$ cat config.mk
export PLATFORM = sky130hd
export DESIGN_NAME = pphp_top
export DESIGN_NICKNAME = d
export VERILOG_FILES = /design/src/hdl/pphp_pkg.sv /design/src/hdl/pphp_top.sv /design/src/hdl/pphp_sync.sv
export SDC_FILE = /design/constraint.sdc
export NUM_CORES = 1
export LEC_CHECK = 0
export ABC_AREA = 1
export BUFFER_PORTS_ARGS = -buffer_cell sky130_fd_sc_hd__clkbuf_2
export CELL_PAD_IN_SITES_DETAIL_PLACEMENT = 0
export CELL_PAD_IN_SITES_GLOBAL_PLACEMENT = 2
export CORE_MARGIN = 2
export CORE_UTILIZATION = 29
export CTS_CLUSTER_DIAMETER = 120
export DETAILED_ROUTE_END_ITERATION = 8
export PLACE_DENSITY = 0.82
export SYNTH_ARGS = -nofsm -noshare
export SYNTH_HDL_FRONTEND = slang
export SYNTH_SLANG_ARGS = --single-unit
export TNS_END_PERCENT = 100
$ cat constraint.sdc
create_clock -name SYS_CLK -period 1.7 [get_ports SYS_CLK]
set_input_delay 0 -clock SYS_CLK [delete_from_list [all_inputs] [get_ports SYS_CLK]]
set_output_delay 0 -clock SYS_CLK [all_outputs]
set_load 0.05 [all_outputs]
$ cat src/hdl/pphp_pkg.sv
// Purpose: shared constants and types of the pixel processor host port
// Assumes: byte offsets are 9 bits wide (areas 0x000 to 0x1FE)
// Notes:   bit positions and offsets are named here only
package pphp_pkg;

   localparam int          REQ_HOLD_CYCLES = 2;
   localparam int          DATA_W          = 32;
   localparam int          WORD_W          = 16;
   localparam int          OFF_W           = 9;

   localparam logic [OFF_W-1:0] CTRL_OFF   = 9'h100;
   localparam logic [OFF_W-1:0] STAT_OFF   = 9'h102;

   localparam logic [1:0]  AREA_A          = 2'h0;
   localparam logic [1:0]  AREA_B          = 2'h1;
   localparam logic [1:0]  AREA_CTRL       = 2'h2;
   localparam logic [1:0]  AREA_PTR        = 2'h3;

   localparam logic [3:0]  BE_LO_WORD      = 4'hC;
   localparam logic [3:0]  BE_HI_WORD      = 4'h3;

   localparam int          CTRL_HALT_BIT   = 0;
   localparam int          CTRL_STEP_BIT   = 1;
   localparam int          CTRL_EN_LSB     = 2;
   localparam int          CTRL_MON_BIT    = 13;
   localparam int          CTRL_NATIVE_BIT = 15;

   localparam int          FLAG_EF_BIT     = 9;
   localparam int          FLAG_OF_BIT     = 10;
   localparam int          FLAG_OVF_BIT    = 11;
   localparam int          FLAG_SD_BIT     = 12;
   localparam int          FLAG_MC_BIT     = 13;
   localparam int          FLAG_VB_BIT     = 14;
   localparam int          FLAG_DFL_BIT    = 15;

   localparam int          STAT_HALT_BIT   = 0;
   localparam int          STAT_FRZ_BIT    = 1;
   localparam int          STAT_PROF_BIT   = 2;
   localparam int          STAT_MASK_LSB   = 10;

   // Order matches control bits 7:2 and status bits 15:10
   typedef struct packed {
      logic even_field;
      logic odd_field;
      logic shutdown;
      logic format_load;
      logic vblank;
      logic microcode;
   } pphp_irq_type;

   typedef struct packed {
      logic         native;
      logic         monitor_sel;
      pphp_irq_type enables;
      logic         halt;
   } pphp_ctrl_type;

   typedef struct packed {
      logic             strobe;
      logic             write;
      logic [OFF_W-1:0] offset;
      logic [WORD_W-1:0] wdata;
   } pphp_area_type;

   typedef enum logic [1:0] {
      CYC_EXTERNAL = 2'h0,
      CYC_REGISTER = 2'h1,
      CYC_VRAM     = 2'h2,
      CYC_RESERVED = 2'h3
   } pphp_cycle_type;

   typedef enum logic [2:0] {
      st_idle          = 3'h0,
      st_release       = 3'h1,
      st_granted       = 3'h2,
      st_turnaround    = 3'h3,
      st_complete_wait = 3'h4,
      st_terminate     = 3'h5,
      st_mem_issue     = 3'h6,
      st_mem_wait      = 3'h7
   } pphp_state_type;

endpackage

$ cat src/hdl/pphp_top.sv
// Purpose: host port of the pixel processor: sequencer and area (c) registers
// Assumes: host keeps selects, address, WE and BE stable until grant drops
// Notes:   areas a, b and pointer RAM are served outside over the area bus
`timescale 1ns/100ps
`default_nettype none
module pphp_top
   import pphp_pkg::*;
#(
   parameter int HOLD = REQ_HOLD_CYCLES
) (
   input  wire logic                SYS_CLK,
   input  wire logic                SYS_RST,
   input  wire logic                HOST_REQUEST_N,
   input  wire logic                REGISTER_SELECT_N,
   input  wire logic                MEMORY_SELECT_N,
   input  wire logic                ADDR_LATCH_ENABLE_N,
   input  wire logic [8:2]          ADDR_IN,
   input  wire logic                WRITE_ENABLE_N_IN,
   input  wire logic [3:0]          BYTE_ENABLES_N_IN,
   input  wire logic [DATA_W-1:0]   DATA_IN,
   output var  logic [DATA_W-1:0]   DATA_OUT,
   output var  logic                DATA_OE,
   output var  logic                BUS_OE,
   output var  logic                HOST_BUS_GRANT_N,
   output var  logic                HOST_READY_N,
   output var  logic                HOST_IRQ_N,
   output var  logic                MEMORY_REQUEST_N,
   input  wire logic                MEMORY_READY_N,
   input  wire logic                HALT_PIN_N,
   input  wire pphp_irq_type        IRQ_EVENTS,
   input  wire logic                FROZEN_INDICATOR,
   input  wire logic                PROFILE_TOGGLE,
   output var  logic                MONITOR_PIN_N,
   output var  logic                PROC_HALT,
   output var  logic                SINGLE_STEP,
   output var  logic                NATIVE_MODE,
   output var  pphp_area_type       AREA_ACCESS,
   input  wire logic [WORD_W-1:0]   AREA_RDATA
);

   localparam int SYNC_W = 11 + 7 + DATA_W;
   localparam logic [SYNC_W-1:0] SYNC_RST = {11'h7FF, 7'h00, 32'h00000000};

   ////////////////////////////////////////////////////////////////////////
   // Input synchronisation

   logic [SYNC_W-1:0] sync_q;
   logic              req;
   logic              reg_sel_n;
   logic              mem_sel_n;
   logic              ale;
   logic              we_n;
   logic [3:0]        be_n;
   logic              mem_ready;
   logic              halt_pin;
   logic [8:2]        addr;
   logic [DATA_W-1:0] wdata;

   pphp_sync #(
      .WIDTH (SYNC_W)
   ) u_sync (
      .clk       (SYS_CLK),
      .rst       (SYS_RST),
      .rst_value (SYNC_RST),
      .async_in  ({HOST_REQUEST_N, REGISTER_SELECT_N, MEMORY_SELECT_N,
                   ADDR_LATCH_ENABLE_N, WRITE_ENABLE_N_IN, BYTE_ENABLES_N_IN,
                   MEMORY_READY_N, HALT_PIN_N, ADDR_IN, DATA_IN}),
      .sync_out  (sync_q)
   );

   assign req       = ~sync_q[SYNC_W-1];
   assign reg_sel_n = sync_q[SYNC_W-2];
   assign mem_sel_n = sync_q[SYNC_W-3];
   assign ale       = ~sync_q[SYNC_W-4];
   assign we_n      = sync_q[SYNC_W-5];
   assign be_n      = sync_q[SYNC_W-6 -: 4];
   assign mem_ready = ~sync_q[SYNC_W-10];
   assign halt_pin  = ~sync_q[SYNC_W-11];
   assign addr      = sync_q[DATA_W +: 7];
   assign wdata     = sync_q[DATA_W-1:0];

   ////////////////////////////////////////////////////////////////////////
   // Decode helpers

   function automatic pphp_cycle_type cycle_of(input logic r_n, input logic m_n);
      case ({r_n, m_n})
         2'b11:   cycle_of = CYC_EXTERNAL;
         2'b01:   cycle_of = CYC_REGISTER;
         2'b10:   cycle_of = CYC_VRAM;
         default: cycle_of = CYC_RESERVED;
      endcase
   endfunction

   // Word select folds into offset bit 1; bit 0 always zero
   function automatic logic [OFF_W:0] offset_of(input logic [8:2] a, input logic [3:0] b);
      offset_of = {(b == BE_LO_WORD) || (b == BE_HI_WORD), a, b == BE_HI_WORD, 1'b0};
   endfunction

   ////////////////////////////////////////////////////////////////////////
   // Sequencer

   pphp_state_type    state;
   pphp_state_type    next_state;
   pphp_cycle_type    cycle;
   pphp_cycle_type    next_cycle;
   logic [1:0]        hold_cnt;
   logic [1:0]        next_hold_cnt;
   logic              is_write;
   logic              next_is_write;
   logic              off_valid;
   logic              next_off_valid;
   logic [OFF_W-1:0]  offset;
   logic [OFF_W-1:0]  next_offset;
   logic              reg_cyc;

   assign reg_cyc = (cycle == CYC_REGISTER) || (cycle == CYC_RESERVED);

   always_comb begin
      next_state     = state;
      next_cycle     = cycle;
      next_hold_cnt  = hold_cnt;
      next_is_write  = is_write;
      next_off_valid = off_valid;
      next_offset    = offset;
      case (state)
         st_idle: begin
            if (!req) begin
               next_hold_cnt = 2'h0;
            end else if (hold_cnt == 2'(HOLD - 1)) begin
               next_hold_cnt = 2'h0;
               next_state    = st_release;
            end else begin
               next_hold_cnt = hold_cnt + 2'h1;
            end
         end
         st_release: begin
            next_cycle = cycle_of(reg_sel_n, mem_sel_n);
            if (next_cycle == CYC_EXTERNAL) begin
               next_state = st_turnaround;
            end else begin
               next_state = st_granted;
            end
         end
         st_granted: begin
            if (ale) begin
               {next_off_valid, next_offset} = offset_of(addr, be_n);
               next_is_write = ~we_n;
               if (cycle == CYC_VRAM) begin
                  next_state = st_mem_issue;
               end else begin
                  next_state = st_turnaround;
               end
            end
         end
         st_mem_issue: begin
            next_state = st_mem_wait;
         end
         st_mem_wait: begin
            if (mem_ready) begin
               next_state = st_turnaround;
            end
         end
         st_turnaround: begin
            next_state = st_complete_wait;
         end
         st_complete_wait: begin
            if (!req) begin
               next_state = st_terminate;
            end
         end
         st_terminate: begin
            next_state = st_idle;
         end
         default: begin
            next_state = st_idle;
         end
      endcase
   end

   always_ff @(posedge SYS_CLK) begin
      if (SYS_RST) begin
         state     <= st_idle;
         cycle     <= CYC_EXTERNAL;
         hold_cnt  <= 2'h0;
         is_write  <= 1'b0;
         off_valid <= 1'b0;
         offset    <= '0;
      end else begin
         state     <= next_state;
         cycle     <= next_cycle;
         hold_cnt  <= next_hold_cnt;
         is_write  <= next_is_write;
         off_valid <= next_off_valid;
         offset    <= next_offset;
      end
   end

   ////////////////////////////////////////////////////////////////////////
   // Register file and area access

   pphp_ctrl_type     ctrl;
   pphp_ctrl_type     next_ctrl;
   pphp_irq_type      flags;
   pphp_irq_type      next_flags;
   logic              mc_overflow;
   logic              next_mc_overflow;
   logic [WORD_W-1:0] rdata;
   logic [WORD_W-1:0] next_rdata;
   logic              step;
   logic              next_step;
   pphp_area_type     area;
   pphp_area_type     next_area;
   logic              rd_cycle;
   logic              rd_issue;
   logic              wr_done;
   logic              reg_ok;
   logic              in_ctrl;
   logic              flag_clear;
   logic [WORD_W-1:0] flag_word;
   logic [WORD_W-1:0] stat_word;

   // Reserved cycle type treated as register cycle
   assign reg_ok   = reg_cyc && off_valid;
   assign in_ctrl  = offset[OFF_W-1 -: 2] == AREA_CTRL;
   assign rd_cycle = (state == st_turnaround) && reg_ok && !is_write;
   assign wr_done  = (state == st_complete_wait) && !req && reg_ok && is_write;
   assign flag_clear = rd_cycle && in_ctrl && (offset == CTRL_OFF);
   // Read strobe leads the capture so area data answers this offset
   assign rd_issue = (state == st_granted) && (next_state == st_turnaround) && reg_cyc
                     && next_off_valid && !next_is_write && (next_offset[OFF_W-1 -: 2] != AREA_CTRL);

   always_comb begin
      flag_word = '0;
      flag_word[FLAG_EF_BIT]  = flags.even_field;
      flag_word[FLAG_OF_BIT]  = flags.odd_field;
      flag_word[FLAG_OVF_BIT] = mc_overflow;
      flag_word[FLAG_SD_BIT]  = flags.shutdown;
      flag_word[FLAG_MC_BIT]  = flags.microcode;
      flag_word[FLAG_VB_BIT]  = flags.vblank;
      flag_word[FLAG_DFL_BIT] = flags.format_load;
      stat_word = '0;
      stat_word[STAT_HALT_BIT] = ctrl.halt || halt_pin;
      stat_word[STAT_FRZ_BIT]  = FROZEN_INDICATOR;
      stat_word[STAT_PROF_BIT] = PROFILE_TOGGLE;
      stat_word[STAT_MASK_LSB +: 6] = ctrl.enables;
   end

   always_comb begin
      next_ctrl        = ctrl;
      next_step        = 1'b0;
      next_rdata       = rdata;
      next_area        = area;
      next_area.strobe = 1'b0;
      // Set wins over the read clear
      next_flags       = (flag_clear ? '0 : flags) | IRQ_EVENTS;
      next_mc_overflow = (mc_overflow && !flag_clear)
                         || (IRQ_EVENTS.microcode && flags.microcode && !flag_clear);
      if (rd_cycle) begin
         if (!in_ctrl) begin
            next_rdata = AREA_RDATA;
         end else if (offset == CTRL_OFF) begin
            next_rdata = flag_word;
         end else if (offset == STAT_OFF) begin
            next_rdata = stat_word;
         end else begin
            next_rdata = '0;
         end
      end else if (state == st_granted) begin
         next_rdata = '0;
      end
      // Area strobe is the one-cycle transfer that halts the processor
      if (rd_issue || (wr_done && !in_ctrl)) begin
         next_area.strobe = 1'b1;
         next_area.write  = !rd_issue;
         next_area.offset = rd_issue ? next_offset : offset;
         next_area.wdata  = wdata[WORD_W-1:0];
      end
      if (wr_done && in_ctrl && (offset == CTRL_OFF)) begin
         next_ctrl.halt        = wdata[CTRL_HALT_BIT];
         next_step             = wdata[CTRL_STEP_BIT] && ctrl.halt && wdata[CTRL_HALT_BIT];
         next_ctrl.enables     = wdata[CTRL_EN_LSB +: 6];
         next_ctrl.monitor_sel = wdata[CTRL_MON_BIT];
         next_ctrl.native      = wdata[CTRL_NATIVE_BIT];
      end
   end

   always_ff @(posedge SYS_CLK) begin
      if (SYS_RST) begin
         ctrl        <= '{native: 1'b0, monitor_sel: 1'b0, enables: '0, halt: 1'b1};
         flags       <= '0;
         mc_overflow <= 1'b0;
         rdata       <= '0;
         step        <= 1'b0;
         area        <= '0;
      end else begin
         ctrl        <= next_ctrl;
         flags       <= next_flags;
         mc_overflow <= next_mc_overflow;
         rdata       <= next_rdata;
         step        <= next_step;
         area        <= next_area;
      end
   end

   ////////////////////////////////////////////////////////////////////////
   // Pin outputs

   logic granted;

   assign granted = (state == st_granted) || (state == st_turnaround) || (state == st_complete_wait)
                    || (state == st_mem_issue) || (state == st_mem_wait);

   always_comb begin
      // Device owns the bus only outside host transactions
      BUS_OE           = (state == st_idle);
      HOST_BUS_GRANT_N = ~granted;
      MEMORY_REQUEST_N = ~(state == st_mem_issue);
      // Memory drives data on VRAM reads; host on writes
      DATA_OE          = reg_cyc && !is_write
                         && ((state == st_turnaround) || (state == st_complete_wait));
      if (cycle == CYC_EXTERNAL) begin
         HOST_READY_N = ~(mem_ready
                          && ((state == st_turnaround) || (state == st_complete_wait)));
      end else begin
         HOST_READY_N = ~(state == st_complete_wait);
      end
      HOST_IRQ_N    = ~|(flags & ctrl.enables);
      MONITOR_PIN_N = ctrl.monitor_sel ? ~PROFILE_TOGGLE : ~FROZEN_INDICATOR;
      PROC_HALT     = ctrl.halt || area.strobe;
      SINGLE_STEP   = step;
      NATIVE_MODE   = ctrl.native;
      AREA_ACCESS   = area;
      DATA_OUT      = {rdata, rdata};
   end

endmodule
`default_nettype wire

$ cat src/hdl/pphp_sync.sv
// Purpose: three-stage input synchroniser with agreement filter
// Assumes: inputs asynchronous to SYS_CLK
// Notes:   output follows only when stages two and three agree
`timescale 1ns/100ps
`default_nettype none
module pphp_sync #(
   parameter int WIDTH = 1
) (
   input  wire logic             clk,
   input  wire logic             rst,
   input  wire logic [WIDTH-1:0] rst_value,
   input  wire logic [WIDTH-1:0] async_in,
   output var  logic [WIDTH-1:0] sync_out
);

   logic [WIDTH-1:0] stage1;
   logic [WIDTH-1:0] stage2;
   logic [WIDTH-1:0] stage3;
   logic [WIDTH-1:0] next_out;

   // Stage one feeds stage two only
   always_comb begin
      for (int i = 0; i < WIDTH; i++) begin
         next_out[i] = (stage2[i] == stage3[i]) ? stage3[i] : sync_out[i];
      end
   end

   // Reset value port only reaches a synchronous reset path
   always_ff @(posedge clk) begin
      if (rst) begin
         stage1   <= rst_value;
         stage2   <= rst_value;
         stage3   <= rst_value;
         sync_out <= rst_value;
      end else begin
         stage1   <= async_in;
         stage2   <= stage1;
         stage3   <= stage2;
         sync_out <= next_out;
      end
   end

endmodule
`default_nettype wire

=== Word-level counts from Yosys, hierarchy flattened ===
Index checks and enable logic that the tools add are counted.

* $add $sub $neg: 1
* Reduce and logical (&&, ||, !) cells: 47
* Bitwise operators: 12
* Equal/unequal tests: 55
* Muxes and demuxes: 28

{| class="wikitable"
|+ Operator list
! operator !! number
|-
| two-way mux 16 bit || 5
|-
| equality test 1 bit || 34
|-
| two-way mux 27 bit || 1
|-
| two-way mux 9 bit || 3
|-
| logical AND 1 bit || 24
|-
| one-hot mux 3 bit (8 select lines) || 1
|-
| equality test 9 bit (second input constant) || 2
|-
| two-way mux 3 bit || 6
|-
| equality test 3 bit (second input constant) || 4
|-
| logical OR 1 bit || 11
|-
| equality test 2 bit (second input constant) || 5
|-
| NOT 1 bit || 10
|-
| equality test 3 x 2 -> 1 bit (second input constant) || 3
|-
| two-way mux 1 bit || 7
|-
| AND 6 bit || 1
|-
| equality test 2 x 1 -> 1 bit (second input constant) || 3
|-
| logical NOT 1 bit || 6
|-
| two-way mux 2 bit || 3
|-
| two-way mux 6 bit || 1
|-
| OR 6 bit || 1
|-
| one-hot mux 2 bit (3 select lines) || 1
|-
| OR reduction 6 bit || 1
|-
| equality test 4 x 2 -> 1 bit (second input constant) || 1
|-
| equality test 4 bit (second input constant) || 1
|-
| 7 further kinds || 8
|}

* Input bits: 76
* Output and inout port bits: 69
* Register bits: 262
* Word-level logic and storage cells: 208

=== Longest topological paths before layout ===
* Depth in word-level cells: 14
* Mapped depth: 14
* Gate-level depth less buffers: 12

=== Cells and area by module ===
A second synthesis with hierarchy kept.

* Cell total of the unflattened synthesis: 1337
* Area, all modules: 10749.1 µm²

{| class="wikitable"
|+ Modules (own cells, without submodules)
! module !! cells each !! area an instance (µm²) !! sequential area each (µm²) !! instances
|-
| pphp_sync || 833 || 7166.9 || 4504.3 || 1
|-
| pphp_top || 504 || 3582.2 || 1561.5 || 1
|}

=== Worst setup path before layout ===
Ideal clock, no wire load.

* Path type: register to output
* Start point: reg state[0]
* End point: out DATA_OE
* Data required time: 1.700 ns
* Path buffers: 0
* Stages on the path, launching flop included: 6
* Data arrival time: 1.748 ns
* Path slack: -0.048 ns
* Cell sequence: dfxtp_1 inv_2 nand3_1 inv_1 nor2_1 nor3_1

* Word-level cells in the longest chain between the ends: 3
* Elaborated cells between the ends (all ways): 4

{| class="wikitable"
|+ Ends and longest elaborated chain
! what !! RTL line !! RTL
|-
| start, declared || pphp_top.sv:102 || <nowiki>pphp_state_type state;</nowiki>
|-
| start signal, assigned || pphp_top.sv:182 || <nowiki>state <= st_idle;</nowiki>
|-
| start signal, assigned || pphp_top.sv:189 || <nowiki>state <= next_state;</nowiki>
|-
| equality test 3 x 2 -> 1 bit or equality test 3 bit (tied branches) || pphp_top.sv:320 || <nowiki>&& ((state == st_turnaround) || (state == st_complete_wait));</nowiki>
|-
| logical OR 1 bit * || pphp_top.sv:320 ||
|-
| logical AND 1 bit * || pphp_top.sv:320 ||
|-
| end, declared || pphp_top.sv:22 || <nowiki>output var logic DATA_OE,</nowiki>
|}

Every way passes the cells marked *; elsewhere a longest branch is shown, timed or not.

=== Final worst setup path ===
* Start point: reg state[1]
* End point: reg area, in the netlist AREA_ACCESS[4]

* Word-level cells in the longest chain between the ends: 10
* Elaborated cells between the ends (all ways): 30

{| class="wikitable"
|+ Ends and longest elaborated chain
! what !! RTL line !! RTL
|-
| two-way mux 3 bit || pphp_top.sv:129 || <nowiki>end else if (hold_cnt == 2'(HOLD - 1)) begin</nowiki>
|-
| two-way mux 3 bit || pphp_top.sv:127 || <nowiki>if (!req) begin</nowiki>
|-
| one-hot mux 3 bit (8 select lines) || pphp_top.sv:125 || <nowiki>case (state)</nowiki>
|-
| equality test 3 x 2 -> 1 bit || pphp_top.sv:229 || <nowiki>assign rd_issue = (state == st_granted) && (next_state == st_turnaround) && reg_cyc</nowiki>
|-
| logical AND 1 bit (2 in a row) || pphp_top.sv:229 ||
|-
| logical AND 1 bit (3 in a row) || pphp_top.sv:230 || <nowiki>&& next_off_valid && !next_is_write && (next_offset[OFF_W-1 -: 2] != AREA_CTRL);</nowiki>
|-
| logical OR 1 bit * || pphp_top.sv:272 || <nowiki>if (rd_issue || (wr_done && !in_ctrl)) begin</nowiki>
|-
| end signal, assigned || pphp_top.sv:301 || <nowiki>area <= next_area;</nowiki>
|-
| end, declared || pphp_top.sv:211 || <nowiki>pphp_area_type area;</nowiki>
|}

Marks and branches as above.
A chain may end at the register's enable or synchronous reset.

==> results.toml <==
[yosys]
synth_compound_area_share_pct = 11.30
synth_area_per_cell_um2 = 8.233
synth_mux_area_share_pct = 0.1326
async_flop_share_pct = 0
synthAdderAreaFrac_pct = 0
synth-edff-count = 0
synth_area_leaders = "dfxtp_1, nor2_1, inv_1"
synthXorXnorAreaFrac_pct = 0
yosys_warnings = 0
postSynthCellCount = 917
synth_ff_type = "dfxtp_1"
synth_nets = 993
syn-cell-area_um2 = 7550
synth_cell_type_count = 38
synth_simple_gate_area_share_pct = 21.64
synth_top_family_by_area = "simple AND/OR/NAND/NOR gates"
seq_area_frac_synth_pct = 56.75
yosys.area.top_type = "dfxtp_1"
yosysTopAreaCellShare_pct = 56.75
synth-seq-cells = 214

[sta]
slew_headroom_pct = 66.39
finalSetupViolCount = 0
holdWs_ns = 0.2277
period_share_pct = 97.27
slew_violations = 0
setup_tns_ns = 0
max_clock_freq_ghz = 0.6047
rsz0062_at_grt = "true"
worst_slew_pin_slew_ns = 0.5041
setup_slack_ns = 0.04639
worst_clock_skew_ns = 0.01191
post-route-min-period_ns = 1.654
final-hold-violation-count = 0

[critical_path]
cp.arrival_ns = 2.05
path_cells = "inv_4 -> nor2_4 -> nand3_4 -> nor2_4 -> nand2_2 -> nor2_4 -> nand3_4 -> nand2_8 -> inv_6 -> nor2_1 -> nor2_1"
path_max_fanout = 17
slowest_delay_ns = 0.35
crit_slowest_cell = "dfxtp_2"
crit_type = "reg -> reg"
crit_required_ns = 2.10
worst_path_most_repeated_cell = "nor2_4"
startpoint_type = "flop"
end_kind = "flop"

[cells_and_area]
areaGrowthSynthToFinish_pct = 37.69
n_antenna_cell = 0
fill_cells = 2682
layout.nets = 1207
drive_gt1_share_pct = 25.61
final_core_util_pct = 40.23
fin_cells = 1483

[pwr]
peakVddDrop_mv = 0.4765
power.leakage_uw = 0.004456
power_density_nw_per_um2 = 1052

[clock_tree]
tritoncts = "built"
ctsRootBufferMaster = "clkbuf_16"
clk-insertion-delay-late_ns = 0.51
cts_max_level = 1
path_clk_slew_ns = 0.06
clockBufferDepth = 3
clkSinkCount = 214
cts_buffers = 24

[global_routing]
antenna_found_initial = 0
grt_use_met2_pct = 20.51
grt_pass1_wl_um = 27590
grtUsageMet1_pct = 16.59
grt.total_usage_pct = 12.55
grt_busiest_layer = "met2"
gr-usage-met3_pct = 2.797
grt_overflow = 0
grt_pass1_vias = 5590
grt_max_degree = 107

[die]
ioPinCount = 145
start_util_pct = 29.22
die_h_um = 165.4
coreArea_um2 = 25840
floorplan.die_area_um2 = 27340
die_w_um = 165.4
rows = 59

[placed_design]
io_buffers = 128
dp_slack_ns = -0.01132
dp_hpwl_um = 11670
place_inst = 1359
place.gp.congestion = 0.7603

[route]
wl_per_cell_um = 11.89
viasPerCell = 4.150
drt.antenna.violating_nets = 0
vias = 6154
drc_errors = 0
wirelength_um = 17630
dr.pass1.iters = 4
detail_route.iter0.violations = 211

[flow_run]
drv_cap = 0

[min_path]
hp-class = "in -> reg"

[run_status]
outcome = "finished clean"
cells in the final DEF, fill, tap and decap left out, types with 5 or more instances in the layout:
cell and count:
dfxtp_1 211, buf_4 27, a211oi_1 8, nor3_1 10, a31oi_1 6, nor2_2 15
clkbuf_8 6, inv_1 120, nand2_1 85, clkinv_2 6, buf_12 5, or2_2 34
o21ai_1 18, o21ai_0 48, nor2_1 167, clkbuf_16 25, nand3_1 15, a21oi_1 68
buf_6 5, nand4_1 14, dlygate4sd3_1 72, clkbuf_2 124
per-stage QoR:
step                      cell area [µm²]  total power, µW
final                               10400            10940
after global routing                10400            11430
after CTS                           10210            11110
after detailed placement             8612             5794
after global placement               8612             5790
after floorplan                      7557             5608
path summary, 6_finish.rpt:
check | start | to | slack, ns | depth (start not counted)
max reg2reg | state[1] | AREA_ACCESS[4] | 0.05 | 11
min reg2reg | u_sync.stage1[5] | u_sync.stage2[5] | 0.40 | 2
max | state[1] | AREA_ACCESS[4] | 0.05 | 11
min | ADDR_IN[2] | u_sync.stage1[32] | 0.23 | 4
registers in the layout, indices dropped and copies added, names as in the netlist:
| register | cells |
|---|---|
| u_sync.stage1 | 34 |
| u_sync.stage2 | 34 |
| u_sync.stage3 | 34 |
| u_sync.sync_out | 34 |
| AREA_ACCESS | 27 |
| rdata | 16 |
| offset | 9 |
| ctrl | 8 |
| flag_word | 6 |
| state | 3 |
| cycle | 2 |
| hold_cnt | 2 |
| NATIVE_MODE | 1 |
| SINGLE_STEP | 1 |
| is_write | 1 |
| mc_overflow | 1 |
| off_valid | 1 |
synth_stat cells, types with 6 or more instances:
cell	instances
a211oi_1	8
a21oi_1	69
a31oi_1	6
buf_2	7
buf_4	16
clkbuf_1	23
dfxtp_1	214
inv_1	123
nand2_1	88
nand3_1	18
nand4_1	14
nor2_1	172
nor2_2	11
nor3_1	13
o21ai_0	55
o21ai_1	14
or2_2	34
timing repair:
item	in CTS	in global routing
hold buffers	72	0
gates cloned	0	1
setup buffers	0	8
pin swaps	2	14
setup endpoints to repair	19	59
gates resized for setup	23	35
endpoints found under the hold margin	74	0
critical path, delay by kind of cell, from the launching register on:
| family | cells | cell delay [ns] |
|---|---|---|
| buffers and inverters | 2 | 0.16 |
| and+or+nand+nor | 9 | 1.03 |
| DFF | 1 | 0.35 |
final cells by class:
class	instances	area [µm²]	share of cell area [%]
flip-flops and latches	214	4293	41.30
clock buffers	34	719.4	6.921
inverters	130	504.2	4.851
multi-input cells	523	2625	25.25
clock inverters	9	76.32	0.7342
well taps	335	419.2	4.032
repair buffers	238	1758	16.91
kinds of logic (layout without fill, tap and decap cells):
group | count (synthesis) | after routing
multiplexers | 1 | 1
AND/OR/NAND/NOR | 362 | 362
flip-flops | 214 | 214
buffers and inverters | 180 | 411
AO/OA/AOI/OAI | 160 | 160
report_power, final:
part           internal (µW)  leakage [µW]  switching [µW]
clock network           3090      0.000397            2000
registers               5140       0.00175            68.8
logic                    309       0.00231             327
total                   8540       0.00446            2390
routing by layer:
metal | vias up | share of wire [%]
met1 | 2702 | 49
met3 | 27 | 5.4
met5 | - | 0
met4 | 0 | 1.7
li1 | 3300 | -
met2 | 125 | 44
(Power assumes the default switching activity.)
